**src/pkg/arx_pkg.sv**
```systemverilog
package arx_pkg;
  // oversampling per bit and voting sample numbers
  localparam logic [4:0] ARX_SPB_NORMAL = 5'h10;
  localparam logic [4:0] ARX_SPB_DOUBLE = 5'h08;
  localparam logic [4:0] ARX_VOTE_FIRST_NORMAL = 5'h08;
  localparam logic [4:0] ARX_VOTE_FIRST_DOUBLE = 5'h04;
  // frame length bounds (data plus parity)
  localparam logic [3:0] ARX_DBITS_MIN = 4'h5;
  localparam logic [3:0] ARX_DBITS_MAX = 4'ha;
  // baud divisor width and reset value
  localparam int ARX_DIV_W = 12;
  localparam logic [11:0] ARX_DIV_RESET = 12'h000;
  // reset values of outputs
  localparam logic [9:0] ARX_DATA_RESET = 10'h000;
  typedef enum logic [1:0] {ARX_IDLE, ARX_START, ARX_BITS} arx_state_e;
endpackage : arx_pkg

```
**src/hw/arx_baud_tick.sv**
```systemverilog
`timescale 1ns/1ps
// one-cycle sample strobe every baud_divisor_value+1 clocks
module arx_baud_tick
  import arx_pkg::*;
(
  // clock and reset
  input wire logic clk_sys,
  input wire logic resetn,
  // control
  input wire logic run,
  input wire logic [ARX_DIV_W-1:0] baud_divisor_value,
  // strobe
  output logic tick
);
  typedef struct packed {
    logic [ARX_DIV_W-1:0] cnt;
    logic tick;
  } arx_tick_s;
  arx_tick_s st_q, st_d;

  // down counter, reload on zero
  always_comb begin
    st_d = st_q;
    st_d.tick = 1'b0;
    if (!run) begin
      st_d.cnt = baud_divisor_value;
    end else if (st_q.cnt == '0) begin
      st_d.cnt = baud_divisor_value;
      st_d.tick = 1'b1;
    end else begin
      st_d.cnt = st_q.cnt - 1'b1;
    end
  end

  always_ff @(posedge clk_sys or negedge resetn) begin
    if (!resetn) begin
      st_q <= '0;
    end else begin
      st_q <= st_d;
    end
  end

  assign tick = st_q.tick;
endmodule : arx_baud_tick

```
**src/hw/arx_rx_recovery.sv**
```systemverilog
`timescale 1ns/1ps
// What this block does
// RL1: The line is sampled at 16 ticks per bit normally and 8 per bit in double speed.
// RL2: A high to low change starts start-bit detection with that first low sample as sample 1.
// RL3: The start bit is judged on samples 8,9,10 normally or 4,5,6 in double speed.
// RL4: Two or more high votes reject the start as noise and the receiver waits for a new edge.
// RL5: Bit timing restarts from each accepted start bit.
// RL6: Each start, data and parity bit is walked through 16 or 8 numbered sample states.
// RL7: Every bit takes the majority of its three center samples.
// RL8: Votes start at sample 8 (middle 9) normally and at 4 (middle 5) in double speed.
// RL9: Data, parity and only the first stop bit are recovered; later stop bits are ignored.
// RL10: A zero first stop bit raises the frame error flag for that frame.
// RL11: A new falling edge is accepted right after the last stop voting sample.
// RL12: Frames of five to ten data plus parity bits are handled.
// RL13: The remote sender keeps its rate inside the accepted slow and fast ratios.
// RL14: Receiver and sender each take about half of the rate error budget.
// RL15: Turning the receiver off stops reception at once and drops the frame.
// RL16: The line is synchronised by two flops and sampled on a baud tick.
module arx_rx_recovery
  import arx_pkg::*;
(
  // clock and reset
  input wire logic clk_sys,
  input wire logic resetn,
  // control
  input wire logic receiver_enable_bit,
  input wire logic double_speed_select,
  input wire logic [3:0] frame_bits,
  input wire logic [ARX_DIV_W-1:0] baud_divisor_value,
  // serial line
  input wire logic serial_receive_pin,
  // received frame
  output logic [9:0] rx_data,
  output logic frame_error_flag,
  output logic rx_valid,
  output logic busy
);
  typedef struct packed {
    logic sync1;
    logic sync2;
    logic prev;
    arx_state_e state;
    logic [4:0] sample;
    logic [3:0] bitn;
    logic [3:0] nbits;
    logic [2:0] votes;
    logic [9:0] shift;
    logic [9:0] data;
    logic ferr;
    logic valid;
    logic busy;
  } arx_rx_s;
  arx_rx_s st_q, st_d;
  logic tick;

  // majority of three samples
  function automatic logic vote3(input logic [2:0] v);
    return (v[0] & v[1]) | (v[0] & v[2]) | (v[1] & v[2]);
  endfunction : vote3

  // mode dependent first vote sample
  function automatic logic [4:0] first_vote(input logic dbl);
    return dbl ? ARX_VOTE_FIRST_DOUBLE : ARX_VOTE_FIRST_NORMAL;
  endfunction : first_vote

  // RL14 receiver rate from divisor
  // RL16 baud tick source
  arx_baud_tick u_tick (
    .clk_sys(clk_sys),
    .resetn(resetn),
    .run(receiver_enable_bit),
    .baud_divisor_value(baud_divisor_value),
    .tick(tick)
  );

  logic [4:0] spb;
  logic [4:0] vfirst;
  logic line;
  logic [4:0] cur_sample;
  logic [2:0] vote_win;
  // RL1 samples per bit
  assign spb = double_speed_select ? ARX_SPB_DOUBLE : ARX_SPB_NORMAL;
  assign vfirst = first_vote(double_speed_select);
  assign line = st_q.sync2;
  // number of the sample taken at this tick while in bits
  assign cur_sample = (st_q.sample == spb) ? 5'h01 : st_q.sample + 5'h01;
  // two stored votes plus the sample taken now
  assign vote_win = {st_q.votes[1:0], line};

  // recovery state machine
  always_comb begin
    st_d = st_q;
    st_d.valid = 1'b0;
    // RL16 two-flop synchroniser
    st_d.sync1 = serial_receive_pin;
    st_d.sync2 = st_q.sync1;
    if (!receiver_enable_bit) begin
      // RL15 immediate stop
      st_d.state = ARX_IDLE;
      st_d.prev = 1'b1;
      st_d.sample = '0;
    end else if (tick) begin
      st_d.prev = line;
      unique case (st_q.state)
        ARX_IDLE: begin
          // RL2 falling edge, sample one
          if (st_q.prev && !line) begin
            st_d.state = ARX_START;
            st_d.sample = 5'h01;
            st_d.votes = '0;
          end
        end
        ARX_START: begin
          st_d.sample = st_q.sample + 5'h01;
          // RL3 collect start votes
          if (st_q.sample + 5'h01 >= vfirst && st_q.sample + 5'h01 <= vfirst + 5'h02) begin
            st_d.votes = {st_q.votes[1:0], line};
          end
          if (st_q.sample == vfirst + 5'h02) begin
            if (vote3(st_q.votes)) begin
              // RL4 reject noise
              st_d.state = ARX_IDLE;
            end
          end
          if (st_q.sample == spb) begin
            // RL5 realign bit timing to this start
            st_d.state = ARX_BITS;
            st_d.sample = 5'h01;
            st_d.bitn = '0;
            st_d.votes = '0;
            // RL12 clamp frame length
            if (frame_bits < ARX_DBITS_MIN) begin
              st_d.nbits = ARX_DBITS_MIN;
            end else if (frame_bits > ARX_DBITS_MAX) begin
              st_d.nbits = ARX_DBITS_MAX;
            end else begin
              st_d.nbits = frame_bits;
            end
          end
        end
        ARX_BITS: begin
          // RL6 numbered sample states
          st_d.sample = cur_sample;
          // RL8 center samples
          if (cur_sample >= vfirst && cur_sample <= vfirst + 5'h02) begin
            st_d.votes = vote_win;
          end
          if (cur_sample == vfirst + 5'h02) begin
            if (st_q.bitn == st_q.nbits) begin
              // RL10 first stop bit decides frame error
              // RL9 later stop bits are not looked at
              // RL11 idle right after last vote
              st_d.ferr = ~vote3(vote_win);
              st_d.data = st_q.shift;
              st_d.valid = 1'b1;
              st_d.state = ARX_IDLE;
              st_d.prev = 1'b1;
            end else begin
              // RL7 majority vote, lsb first
              st_d.shift = '0;
              for (int i = 0; i < 10; i++) begin
                if (i[3:0] < st_q.bitn) begin
                  st_d.shift[i] = st_q.shift[i];
                end
              end
              st_d.shift[st_q.bitn] = vote3(vote_win);
            end
          end
          if (st_q.sample == spb) begin
            st_d.bitn = st_q.bitn + 4'h1;
          end
        end
        default: st_d.state = ARX_IDLE;
      endcase
    end
    st_d.busy = (st_d.state != ARX_IDLE); // registered busy
  end

  always_ff @(posedge clk_sys or negedge resetn) begin
    if (!resetn) begin
      st_q <= '{sync1: 1'b1, sync2: 1'b1, prev: 1'b1, state: ARX_IDLE,
                sample: '0, bitn: '0, nbits: ARX_DBITS_MIN, votes: '0,
                shift: ARX_DATA_RESET, data: ARX_DATA_RESET, ferr: 1'b0, valid: 1'b0,
                busy: 1'b0};
    end else begin
      st_q <= st_d;
    end
  end

  // outputs straight from flops
  assign rx_data = st_q.data;
  assign frame_error_flag = st_q.ferr;
  assign rx_valid = st_q.valid;
  assign busy = st_q.busy;
endmodule : arx_rx_recovery

```
**config.mk**
```make
export PLATFORM = sky130hd
export DESIGN_NAME = arx_rx_recovery
export DESIGN_NICKNAME = d
export VERILOG_FILES = /design/src/pkg/arx_pkg.sv /design/src/hw/arx_baud_tick.sv /design/src/hw/arx_rx_recovery.sv
export SDC_FILE = /design/constraint.sdc
export NUM_CORES = 1
export LEC_CHECK = 0
export BUFFER_PORTS_ARGS = -buffer_cell sky130_fd_sc_hd__buf_2
export CORE_ASPECT_RATIO = 1.5
export CORE_UTILIZATION = 50
export DETAILED_ROUTE_END_ITERATION = 12
export HOLD_SLACK_MARGIN = 0.02
export PLACE_DENSITY = 0.77
export REMOVE_ABC_BUFFERS = 1
export SYNTH_ARGS = -nofsm -noshare
export SYNTH_HDL_FRONTEND = slang
export SYNTH_SLANG_ARGS = --single-unit
```
**constraint.sdc**
```tcl
create_clock -name clk_sys -period 7.55 [get_ports clk_sys]
set_input_delay 1.1325 -clock clk_sys [delete_from_list [all_inputs] [get_ports clk_sys]]
set_output_delay 1.1325 -clock clk_sys [all_outputs]
set_load 0.01 [all_outputs]
```
# Word-level counts from Yosys, hierarchy flattened

Index checks and enable logic that the tools add are counted.

Add/subtract/negate cells: 4
$mul: 0
Div/mod/pow operators: 0
Order comparisons: 18
Equal/unequal tests: 14
Shifts and indexed selects: 0
Mux-type cells: 95
Bitwise logic cells: 11
Reduce and logical (&&, ||, !) cells: 16

Operator list:

| operator                                                              | number |
|---|---|
| 1-bit two-way mux                                                     | 65 |
| 22-bit two-way mux                                                    | 2 |
| 41-bit two-way mux                                                    | 1 |
| 12-bit two-way mux                                                    | 3 |
| 4-bit two-way mux                                                     | 5 |
| 18-bit two-way mux                                                    | 1 |
| 3-bit by 4-bit < comparator with 1-bit output (first input constant)  | 4 |
| 5-bit == test                                                         | 3 |
| 3-bit two-way mux                                                     | 5 |
| 5-bit one-hot mux with 3 select lines                                 | 1 |
| 5-bit AND reduction                                                   | 3 |
| 12-bit zero test                                                      | 1 |
| 12-bit by 1-bit subtractor with 12-bit output (second input constant) | 1 |
| 10-bit bitwise mux                                                    | 1 |
| 5-bit by 4-bit greater-or-equal comparator with 1-bit output          | 2 |
| 5-bit <= comparator                                                   | 2 |
| 10-bit two-way mux                                                    | 1 |
| 5-bit two-way mux                                                     | 2 |
| 3-bit one-hot mux with 3 select lines                                 | 1 |
| 1-bit by 4-bit < comparator with 1-bit output (first input constant)  | 2 |
| 2-bit by 4-bit < comparator with 1-bit output (first input constant)  | 2 |
| 4-bit < comparator (first input constant)                             | 2 |
| 8-bit two-way mux                                                     | 1 |
| 2-bit != test (second input constant)                                 | 4 |
| other kinds (29)                                                      | 43 |

Register bits after elaboration: 57
Bits in latches: 0
Bits in writable memories: 0
Memory bits (read-only): 0
Output and inout bits: 13
Logic and storage cells: 173
Memories: 0

# Depth between registers and ports, before layout

Gate-level depths: netlist (run 1).

Depth in word-level cells: 15
Gate-level depth with buffers: 15
Mapped depth without buffers: 13

# Cells and area by module

From an unflattened synthesis (run 1), not the netlist that was laid out.

Cell total of the unflattened synthesis: 346
Area total of the unflattened synthesis: 3,478.3 µm²

By module, submodules not included:

| module          | times used | cells each | area an instance (µm²) | seq. area each (µm²) |
|---|---|---|---|---|
| arx_rx_recovery | 1          | 271        | 2,752.6                | 1,107.3 |
| arx_baud_tick   | 1          | 75         | 725.7                  | 325.3 |

# Worst setup path before layout (run 1)

No wires, ideal clock.

Path type: input port to flip-flop
Start point: in double_speed_select
End point: reg st_q (netlist bit rx_data[0])
Arrival time: 3.184 ns
Setup slack: 4.248 ns
Cell stages on the path: 13
Path buffers: 3
Cells stage by stage: nor3b_1 -> o21ai_0 -> buf_2 -> nand2_1 -> inv_1 -> ha_1 -> nand4_1 -> nor2_1 -> or4b_1 -> clkbuf_1 -> buf_2 -> nand2_1 -> nand2_1

Longest elaborated chain between the ends: 5

RTL lines:

| what                                                                           | RTL line               | RTL |
|---|---|---|
| start, declared                                                                | arx_rx_recovery.sv:27  | `input wire logic double_speed_select,` |
| branches (longest 3 deep; another with 4-bit by 2-bit adder with 5-bit output) | n/a                    |  |
| 5-bit == test *                                                                | arx_rx_recovery.sv:148 | `if (cur_sample == vfirst + 5'h02) begin` |
| 5-bit AND reduction (no line) *                                                | n/a                    |  |
| end signal, assigned                                                           | arx_rx_recovery.sv:181 | `st_q <= '{sync1: 1'b1, sync2: 1'b1, prev: 1'b1, state: ARX_IDLE,` |
| end signal, assigned                                                           | arx_rx_recovery.sv:186 | `st_q <= st_d;` |
| end, declared                                                                  | arx_rx_recovery.sv:53  | `arx_rx_s st_q, st_d;` |

Mark *: on every way between the ends.
A chain may end at the register's enable or synchronous reset.

# Final worst setup path (run 1)

Ends and elaborated chain as after synthesis.

==> results of run 1 <==
-- power groups by stage --
| stage | combinational (W) | clock, W | sequential (W) |
|---|---|---|---|
| 3_5_place_dp | 0.0000442 | 0 | 0.000329 |
| 4_1_cts | 0.0000445 | 0.000265 | 0.000323 |
| 5_1_grt | 0.0000506 | 0.000279 | 0.000325 |
| 3_3_place_gp | 0.0000429 | 0 | 0.000328 |
| 2_1_floorplan | 0.0000255 | 0 | 0.000327 |
| 6_report | 0.0000436 | 0.000259 | 0.000324 |
-- state kept, by name (all words and copies together) (netlist names), named ones only --
register / flops
st_q: 28
u_tick.st_q: 12
rx_data: 10
busy: 1
frame_error_flag: 1
line: 1
rx_valid: 1
st_d: 1
u_tick.tick: 1
-- cell families after synthesis --
kind of cell | count (synthesis) | synth area share, %
simple gates | 131 | 19.3
compound gates | 84 | 16.9
flops | 57 | 43.9
buf+inv | 45 | 6.94
fa+ha+maj | 20 | 7.60
xor+xnor | 14 | 3.76
mux | 5 | 1.61
-- worst max path at each step --
stage                   startpoint                endpoint  slack, ns
2_1_floorplan  double_speed_select  rx_data[0]$_DFFE_PN0P_       3.88
3_3_place_gp   double_speed_select  rx_data[6]$_DFFE_PN0P_       4.06
3_5_place_dp   double_speed_select  rx_data[0]$_DFFE_PN0P_       3.98
4_1_cts        double_speed_select  rx_data[0]$_DFFE_PN0P_       4.32
5_1_grt        double_speed_select  rx_data[0]$_DFFE_PN0P_       4.03
6_report       double_speed_select  rx_data[0]$_DFFE_PN0P_       4.33
-- cells in the final DEF (no fill, tap or decap), types with 5 or more instances in the layout --
cell       n
nand2_1   68
xnor2_1   11
ha_1      19
inv_1     22
dfrtp_1   52
o21ai_0   36
dfstp_2    5
nor2_1    16
nor3_1     6
nand3_1   13
a21oi_1   10
buf_2     33
a31oi_1    6
clkbuf_8  10
-- per-stage QoR --
step,instances,utilization (%),hold slack (ns)
final,459,57.5,0.359
after global routing,459,57.5,0.362
after CTS,459,57.5,0.359
after detailed placement,443,54.6,0.349
after global placement,443,54.6,0.347
after floorplan,334,-,0.345
-- layer usage --
metal,global-route usage [%],part of all wire [%],vias to the layer above,wire (um)
met1,23.3,43,1189,2620
met2,36.0,52,54,3160
met5,0,0,-,0
li1,-,-,1291,-
met4,10.6,2.6,0,157
met3,3.85,2.5,14,154
-- critical path, cell delays in order --
cell and delay (ns):
buf_2 0.16, nor3b_1 0.25, o21ai_0 0.14, nand2_1 0.10, inv_1 0.05, ha_1 0.32
nand4_1 0.10, nor2_1 0.17, or4b_1 0.67, clkinv_1 0.26, nand2_1 0.08, nand2_1 0.06
-- layout make-up --
type / count / share of cell area (%)
Timing Repair Buffer: 35 / 5.04
Clock inverter: 6 / 1.19
Tap cell: 74 / 2.59
Inverter: 23 / 2.42
Multi-Input combinational cell: 254 / 44.8
Clock buffer: 10 / 3.85
Sequential cell: 57 / 40.1
==> out/metrics.cfg, run 1 <==
[drt]
ant_nets = 0
dr.pass1.iters = 4
num_vias = 2548
drt-total-wl_mm = 6.09
drtIter0Drc = 123
drc = 0
avgViaCountPerCell = 5.55
wire_per_inst_um = 13.3

[clock_tree]
path_clk_slew_ns = 0.07
root_buffer = clkbuf_8
cts_made_buffers = 9
clock_latency_ns = 0.34
htreeDepth = 3
cts_resized = 0
cts.sinks = 57
cts_tree = yes
cts.hold.buffers_added = 0
post_cts_buffers = 0
clock_path_buffers = 2

[synthesis]
synth_edf_count = 0
yosysWarnings = 0
synth-seq-cells = 57
syn-mean-instance-area_um2 = 9.16
yosysMostFrequentCell = nand2_1
ys_top_cells_by_area = dfrtp_1 (40%), nand2_1 (7.8%), ha_1 (7.3%)
synthTopCellsByCount = nand2_1 (68), dfrtp_1 (52), o21ai_0 (36), inv_1 (22), ha_1 (19)
synthArstFlopShare_pct = 100
ys_seq_area_share_pct = 43.9
ys.flop_type = dfrtp_1
synth_area_um2 = 3260
synth_top_area_cell = dfrtp_1
yosysUniqueCellTypes = 58
yosys.area.top_type_share_pct = 39.9
synthCells = 356

[outcome]
outcome = completed

[timing]
tightest_slew_ns = 0.712
setup_tns_ns = 0
hold_viol_final = 0
rsz0062_at_grt = false
fmax_mhz = 310
worst_clock_skew_ns = 0.0104
slew_viol_final = 0
fin_ws_ns = 4.33
max_slew_margin_pct = 52.5
layout_min_cycle_time_ns = 3.22
min_period_over_period_pct = 42.7
finalSetupViolations = 0

[cells_and_area]
num_antenna_cells = 0
syn_to_final_growth_pct = 9.59
final_area_um2 = 3570
drive_gt1_share_pct = 17.7
multiInputGateArea_um2 = 1600
n_fill_cell = 552
nets = 420
regArea_um2 = 1430

[power]
p_per_area_nw_per_um2 = 175
sw_frac_of_total_pct = 26.3
totalPowerFinal_w = 0.000626
p_seq_share_pct = 51.7
p_leak_nw = 1.64
combPwrFrac_pct = 7.0
ir_drop_mv = 0.135
clock_power_share_pct = 41.4
switching_power_w = 0.000165
p_int_w = 0.000461

[die]
die-area_um2 = 6860
coreArea_um2 = 6220
fp.dieW_um = 68.0
start_util_pct = 52.5
io_pins = 34
rows = 35
die_h_um = 101

[worst_hold_path]
min_path_type = register to register
hold-path-cell-count = 0
worstHoldStart = st_d[42]$_DFF_PN1_
hold_end = line$_DFF_PN1_

[placement]
portBuffers = 33
place_congestion = 0.870
dp_slack_ns = 3.98
place_area_um2 = 3390
dpl.hpwl_mm = 4.37

[flow_run]
cap_violations = 0

[global_routing]
grt_pass1_wl_mm = 10.7
antenna_found_initial = 0
grt_usage_pct = 20.7
grt_overflow = 0
grt_pass1_vias = 2486
grt_max_degree = 58

[worst_setup_path]
cp_max_fo = 14
worstRegToRegCells = 9
worstPathArrival_ns = 3.49
end_kind = register
rr_startpoint = st_q[34]$_DFFE_PN0P_
required_ns = 7.82
cp-start-kind = input pin
worstSetupPathType = input pin to register
rrSetupSlack_ns = 4.45
r2r_end = st_q[25]$_DFFE_PN0P_

No activity file was read; power rests on OpenSTA's default activity.
==> run 2: changes to the inputs <==
--- a/config.mk
+++ b/config.mk
@@ -10,7 +10,7 @@
 export CORE_UTILIZATION = 50
 export DETAILED_ROUTE_END_ITERATION = 12
 export HOLD_SLACK_MARGIN = 0.02
-export PLACE_DENSITY = 0.77
+export PLACE_DENSITY = 0.8
 export REMOVE_ABC_BUFFERS = 1
 export SYNTH_ARGS = -nofsm -noshare
 export SYNTH_HDL_FRONTEND = slang
==> constraint.sdc (replaced) <==
create_clock -name clk_sys -period 2.7 [get_ports clk_sys]
set_input_delay 0.405 -clock clk_sys [delete_from_list [all_inputs] [get_ports clk_sys]]
set_output_delay 0.405 -clock clk_sys [all_outputs]
set_load 0.01 [all_outputs]
==> run 2 against run 1 <==
Effect of this change: clock power rose to 3.9 times the previous value; clock skew fell by 0.0011 ns; sequential share of layout area fell by 3.1 points; sequential cell count did not move; critical endpoint is now st_q[23]$_DFFE_PN0P_; largest cell class unchanged.
==> out/metrics.cfg, run 2 (synthesized netlist as in run 1, its figures left out) <==
[worst_setup_path]
end_kind = register
critPathMaxStageDelay_ns = 0.40  ; -0.27 ns
cp_max_fo = 7  ; -7
rr_startpoint = st_q[34]$_DFFE_PN0P_
required_ns = 2.96  ; -4.86 ns
cp-start-kind = register
crit_chain = buf_6 > nand3_2 > xor2_2 > inv_1 > ha_2 > a211o_1 > a22oi_2 > o211ai_1 > a311o_1 > a21oi_2 > buf_4 > mux2i_1
worstSetupPathType = register to register
worstRegToRegCells = 12  ; +3
r2r_end = st_q[23]$_DFFE_PN0P_
worstPathArrival_ns = 2.85  ; -0.64 ns
crit_start = st_q[34]$_DFFE_PN0P_
crit_end = st_q[23]$_DFFE_PN0P_
crit_slowest_cell = dfrtp_1
rrSetupSlack_ns = 0.12  ; -4.33 ns

[clock_tree]
cts.sinks = 57  ; unchanged
path_clk_slew_ns = 0.07  ; about the same
clock_path_buffers = 2  ; unchanged
root_buffer = clkbuf_8
clock_latency_ns = 0.34  ; about the same
htreeDepth = 3  ; unchanged
cts_made_buffers = 9  ; unchanged
cts_tree = yes

[timing]
worst_clock_skew_ns = 0.00929  ; -0.00107 ns
slew_viol_final = 0  ; unchanged
layout_min_cycle_time_ns = 2.58
setup_tns_ns = 0  ; unchanged
finalSetupViolations = 0  ; unchanged
max_slew_margin_pct = 62.2  ; +9.7 points
hold_viol_final = 0  ; unchanged
tightest_slew_ns = 0.559  ; -0.153 ns
fmax_mhz = 387
min_period_over_period_pct = 95.7

[power]
p_int_w = 0.00156  ; +240%
p_leak_nw = 1.77  ; +7.9%
p_per_area_nw_per_um2 = 524  ; +200%
sw_frac_of_total_pct = 23.3  ; -3.0 points
p_seq_share_pct = 44.5  ; -7.2 points
switching_power_w = 0.000474  ; +190%
clock_power_share_pct = 49.0  ; +7.6 points
combPwrFrac_pct = 6.5  ; -0.5 points
totalPowerFinal_w = 0.00203  ; +220%
ir_drop_mv = 0.395  ; +190%

[placement]
dpl.hpwl_mm = 4.84  ; +11%
portBuffers = 33  ; unchanged
dpl.cell_count = 455  ; +2.7%
place_area_um2 = 3480  ; +2.7%
place_congestion = 0.878  ; +0.91%

[global_routing]
grt_overflow = 0  ; unchanged
grt_max_degree = 25  ; -57%
grt_pass1_vias = 2649  ; +6.6%
grt_usage_pct = 21.9  ; +1.2 points
grt_pass1_wl_mm = 11.3  ; +5.2%
antenna_found_initial = 0  ; unchanged

[cells_and_area]
regMostFlops = st_q
final_cell_count_no_fill = 478  ; +4.1%
largest_reg_flops = 28  ; unchanged
mostFrequentLayoutCells = nand2_1 (68), dfrtp_1 (50), o21ai_0 (34)
layout_commonest_cell = nand2_1
n_fill_cell = 506  ; -8.3%
final_area_um2 = 3880  ; +8.6%
nets = 439  ; +4.5%
drive_gt1_share_pct = 25.5  ; +7.8 points
syn_to_final_growth_pct = 19.0
num_antenna_cells = 0  ; unchanged

[drt]
drtIter0Drc = 94  ; -24%
ant_nets = 0  ; unchanged
wire_per_inst_um = 14.0  ; +5.6%
dr.pass1.iters = 4  ; unchanged
avgViaCountPerCell = 5.53  ; -0.32%
drc = 0  ; unchanged
num_vias = 2645  ; +3.8%
drt-total-wl_mm = 6.70  ; +10%

[die]
io_pins = 34  ; unchanged
die-area_um2 = 6860  ; unchanged
fp.dieW_um = 68.0  ; unchanged
rows = 35  ; unchanged
start_util_pct = 52.5  ; unchanged
coreArea_um2 = 6220  ; unchanged
die_h_um = 101  ; unchanged

[worst_hold_path]
min_path_type = input pin to register

[flow_run]
cap_violations = 0  ; unchanged

[outcome]
outcome = completed

==> run 2: power groups by stage <==
stage	clock, W	combinational, W	sequential, W
final	0.000998	0.000132	0.000905
after global placement	0	0.000123	0.000918
after detailed placement	0	0.000128	0.000920
after global routing	0.00106	0.000150	0.000908
after floorplan	0	0.0000712	0.000915
after CTS	0.00102	0.000131	0.000905
==> run 2: worst min path at each step <==
stage                       startpoint                    endpoint  slack, ns  cells after the start
detailed placement  st_d[42]$_DFF_PN1_              line$_DFF_PN1_       0.35                      0
floorplan                       resetn  asynchronous set/reset pin       0.11                      0
global route        serial_receive_pin          st_d[42]$_DFF_PN1_       0.15                      1
global placement                resetn      rx_data[8]$_DFFE_PN0P_       0.35                      1
CTS                 serial_receive_pin          st_d[42]$_DFF_PN1_       0.15                      1
finish              serial_receive_pin          st_d[42]$_DFF_PN1_       0.16                      1
==> run 2: per-stage QoR <==
stage / worst slack, ns / hold WS [ns] / utilization (%)
floorplan: -0.304 / 0.109 / -
global placement: 0.0667 / 0.348 / 56.0
detailed placement: 0.0412 / 0.351 / 56.0
CTS: 0.0149 / 0.145 / 60.2
global route: -0.0119 / 0.145 / 62.4
finish: 0.116 / 0.163 / 62.4
==> run 2: critical path: cells and delay by family, from the launching register on <==
family / cells / cell delay, ns
XOR/XNOR: 1 / 0.22
AND/OR/NAND/NOR: 1 / 0.10
buffers and inverters: 3 / 0.36
flip-flops: 1 / 0.40
AO/OA/AOI/OAI: 5 / 1.06
multiplexers: 1 / 0.18
adder cells (fa/ha/maj): 1 / 0.18
==> run 2: cell type report <==
type | count | area (um2) | area share (%)
clock inverters | 7 | 128 | 3.29
flip-flops and latches | 57 | 1440 | 37.0
repair buffers | 54 | 333 | 8.58
inverters | 23 | 86.3 | 2.22
clock buffers | 9 | 124 | 3.19
well taps | 74 | 92.6 | 2.39
multi-input cells | 254 | 1680 | 43.4
==> run 2: per-layer routing <==
| layer | routed length [um] | up-vias | global-route usage [%] |
|---|---|---|---|
| met5 | 0 | - | 0 |
| met4 | 117 | 0 | 8.97 |
| met3 | 266 | 15 | 5.32 |
| met2 | 3600 | 66 | 39.8 |
| met1 | 2720 | 1245 | 23.1 |
| li1 | - | 1319 | - |
==> run 2: what timing repair did <==
action	in CTS	in global routing
endpoints found under the hold margin	16	0
setup buffers	0	6
setup endpoints to repair	0	22
resized for setup	0	22
hold buffers	1	0
==> run 3: changes to the inputs <==
--- a/config.mk
+++ b/config.mk
@@ -14,4 +14,5 @@
 export REMOVE_ABC_BUFFERS = 1
 export SYNTH_ARGS = -nofsm -noshare
 export SYNTH_HDL_FRONTEND = slang
+export SYNTH_HIERARCHICAL = 1
 export SYNTH_SLANG_ARGS = --single-unit
==> run 3 against run 2 <==
Effect of this change: combinational power rose by 6%; design area rose by 8.7%; die area rose by 6.5%; critical path depth grew 1; maximum frequency decreased by 4.0%.
==> out/metrics.cfg, run 3 <==
[synthesis]
ys_seq_area_share_pct = 41.2  ; -2.7 points
synth_edf_count = 0  ; unchanged
ys.flop_type = dfrtp_1
synth_compound_gate_area_share_pct = 18.3  ; +1.4 points
yosysUniqueCellTypes = 61  ; +5.2%
yosysMostFrequentCell = dfrtp_1
yosys.area.top_type_share_pct = 37.4  ; -2.5 points
synthMuxAreaShare_pct = 5.86  ; +4.3 points
synth_xor_area_share_pct = 3.78  ; +0.018 points
synthArstFlopShare_pct = 100  ; unchanged
synthTopCellsByCount = dfrtp_1 (52), nand2_1 (32), o21ai_0 (29), inv_1 (21), ha_1 (20)
synth_top_family_by_area = compound AO/OA/AOI/OAI gates
yosysWarnings = 6  ; +6
synthCells = 346  ; -2.8%
synth-adder-area-share_pct = 7.77  ; +0.17 points
ys_top_cells_by_area = dfrtp_1 (37%), ha_1 (7.2%), mux2_2 (4.9%)
synth-seq-cells = 57  ; unchanged
synth_top_area_cell = dfrtp_1
syn-mean-instance-area_um2 = 10.1  ; +9.7%
synth-simple-area-share_pct = 16.7  ; -2.6 points
synth_area_um2 = 3480  ; +6.6%

[timing]
min_period_over_period_pct = 99.7  ; +4.0 points
layout_min_cycle_time_ns = 2.69  ; +0.109 ns
hold_ws_ns = 0.0804  ; -0.0829 ns
worst_clock_skew_ns = 0.00803  ; -0.00126 ns
tightest_slew_ns = 0.627  ; +0.0684 ns
setup_tns_ns = 0  ; unchanged
max_slew_margin_pct = 58.2  ; -4.0 points
finalSetupViolations = 0  ; unchanged
hold_viol_final = 0  ; unchanged
slew_viol_final = 0  ; unchanged
fmax_mhz = 371  ; -4.0%

[cells_and_area]
drive_gt1_share_pct = 33.3  ; +7.8 points
fin_util_pct = 63.7  ; +1.3 points
num_antenna_cells = 0  ; unchanged
regArea_um2 = 1430  ; about the same
syn_to_final_growth_pct = 21.3
mostFrequentLayoutCells = dfrtp_1 (51), buf_2 (33), nand2_1 (32)
multiInputGateArea_um2 = 1960  ; +17%
final_cell_count_no_fill = 481  ; +0.63%
largest_reg_flops = 28  ; unchanged
nets = 441  ; +0.46%
regMostFlops = st_q
n_fill_cell = 531  ; +4.9%
layout_commonest_cell = dfrtp_1

[worst_setup_path]
worstSetupPathType = register to register
end_kind = register
worstPathArrival_ns = 2.92  ; +0.07 ns
cp-start-kind = register
required_ns = 2.93  ; -0.03 ns
cp_max_fo = 3  ; -4

[power]
p_leak_nw = 1.89  ; +6.3%
p_per_area_nw_per_um2 = 480  ; -8.5%
totalPowerFinal_w = 0.00202  ; -0.56%
ir_drop_mv = 0.373  ; -5.5%

[die]
die_h_um = 104  ; +3.2%
die-area_um2 = 7300  ; +6.5%
coreArea_um2 = 6620  ; +6.5%
rows = 36  ; +2.9%
fp.dieW_um = 70.1  ; +3.2%
start_util_pct = 52.5  ; +0.077 points
io_pins = 34  ; unchanged

[placement]
dpl.hpwl_mm = 5.53  ; +14%
portBuffers = 33  ; unchanged
place_congestion = 0.877  ; -0.11%
dpl.cell_count = 459  ; +0.88%

[drt]
ant_nets = 0  ; unchanged
dr.pass1.iters = 4  ; unchanged
drtIter0Drc = 122  ; +30%
wire_per_inst_um = 15.7  ; +12%
drt-total-wl_mm = 7.56  ; +13%
num_vias = 2752  ; +4.0%
avgViaCountPerCell = 5.72  ; +3.4%
drc = 0  ; unchanged

[worst_hold_path]
min_path_type = input pin to asynchronous set/reset pin

[global_routing]
grt_pass1_vias = 2833  ; +6.9%
grt_overflow = 0  ; unchanged
grt_usage_pct = 22.0  ; +0.032 points
grt_pass1_wl_mm = 12.7  ; +12%
antenna_found_initial = 0  ; unchanged
grt_max_degree = 29  ; +16%

[clock_tree]
cts_made_buffers = 9  ; unchanged
cts.hold.buffers_added = 0  ; -1
htreeDepth = 3  ; unchanged
cts.sinks = 57  ; unchanged
clock_latency_ns = 0.34  ; about the same
path_clk_slew_ns = 0.07  ; about the same
clock_path_buffers = 2  ; unchanged
root_buffer = clkbuf_8
cts_tree = yes

[flow_run]
cap_violations = 0  ; unchanged

[outcome]
outcome = completed

-- run 3: what timing repair did --
item	CTS	global route
endpoints found under the setup margin	2	24
pin swaps	1	9
resized for setup	0	29
setup buffers	1	6
-- run 3: cell families (layout without fill, tap and decap cells) --
family | count (synthesis) | in the layout
buf+inv | 42 | 101
compound gates | 89 | 89
xor+xnor | 15 | 15
fa+ha+maj | 22 | 22
simple gates | 103 | 103
mux | 18 | 18
flops | 57 | 57
-- run 3: metal layers --
layer  wire length [um]  global-route usage (%)
met2               4200                    41.1
met3                250                    6.10
met5                  0                       0
met1               2900                    22.4
met4                204                    8.71
-- run 3: per-stage QoR --
stage / setup slack (ns) / instance area (um2)
after floorplan: -0.293 / 3330
after global placement: 0.0629 / 3780
after detailed placement: -0.00194 / 3780
after CTS: 0.000918 / 4030
after global routing: -0.0631 / 4220
final: 0.00750 / 4220
-- run 3: power by group --
part           switching [W]  internal [W]  total, W
Sequential         0.0000247      0.000879  0.000904
Combinational      0.0000783     0.0000618  0.000140
Clock               0.000343      0.000637  0.000980
Total               0.000446       0.00158   0.00202
-- run 3: area by class of cell --
type | instances | area share (%)
Sequential cell | 57 | 34.0
Inverter | 21 | 1.87
Clock inverter | 5 | 2.43
Multi-Input combinational cell | 247 | 46.5
Timing Repair Buffer | 64 | 9.61
Clock buffer | 11 | 3.35
Tap cell | 76 | 2.25
-- run 3: final timing paths --
kind / slack (ns) / start / to / cells after the start
worst min-delay path: 0.08 / resetn / st_q[40]$_DFF_PN0_ / 1
worst max-delay path: 0.008 / st_q[34]$_DFFE_PN0P_ / st_q[23]$_DFFE_PN0P_ / 13
worst max register to register: 0.008 / st_q[34]$_DFFE_PN0P_ / st_q[23]$_DFFE_PN0P_ / 13
max in group asynchronous: 1.92 / resetn / line$_DFF_PN1_ / 2
worst min register to register: 0.37 / st_d[42]$_DFF_PN1_ / line$_DFF_PN1_ / 0
min in group clk_sys: 0.16 / serial_receive_pin / st_d[42]$_DFF_PN1_ / 1
-- run 3: critical path, cell delays in order (launching register included) --
cell,delay [ns]
dfrtp_1,0.44
inv_2,0.09
ha_4,0.16
nor2b_4,0.13
o21a_4,0.15
nor2_2,0.16
buf_4,0.15
inv_1,0.03
ha_1,0.17
a31oi_1,0.19
o311ai_0,0.21
a211oi_2,0.21
buf_4,0.16
mux2_2,0.33
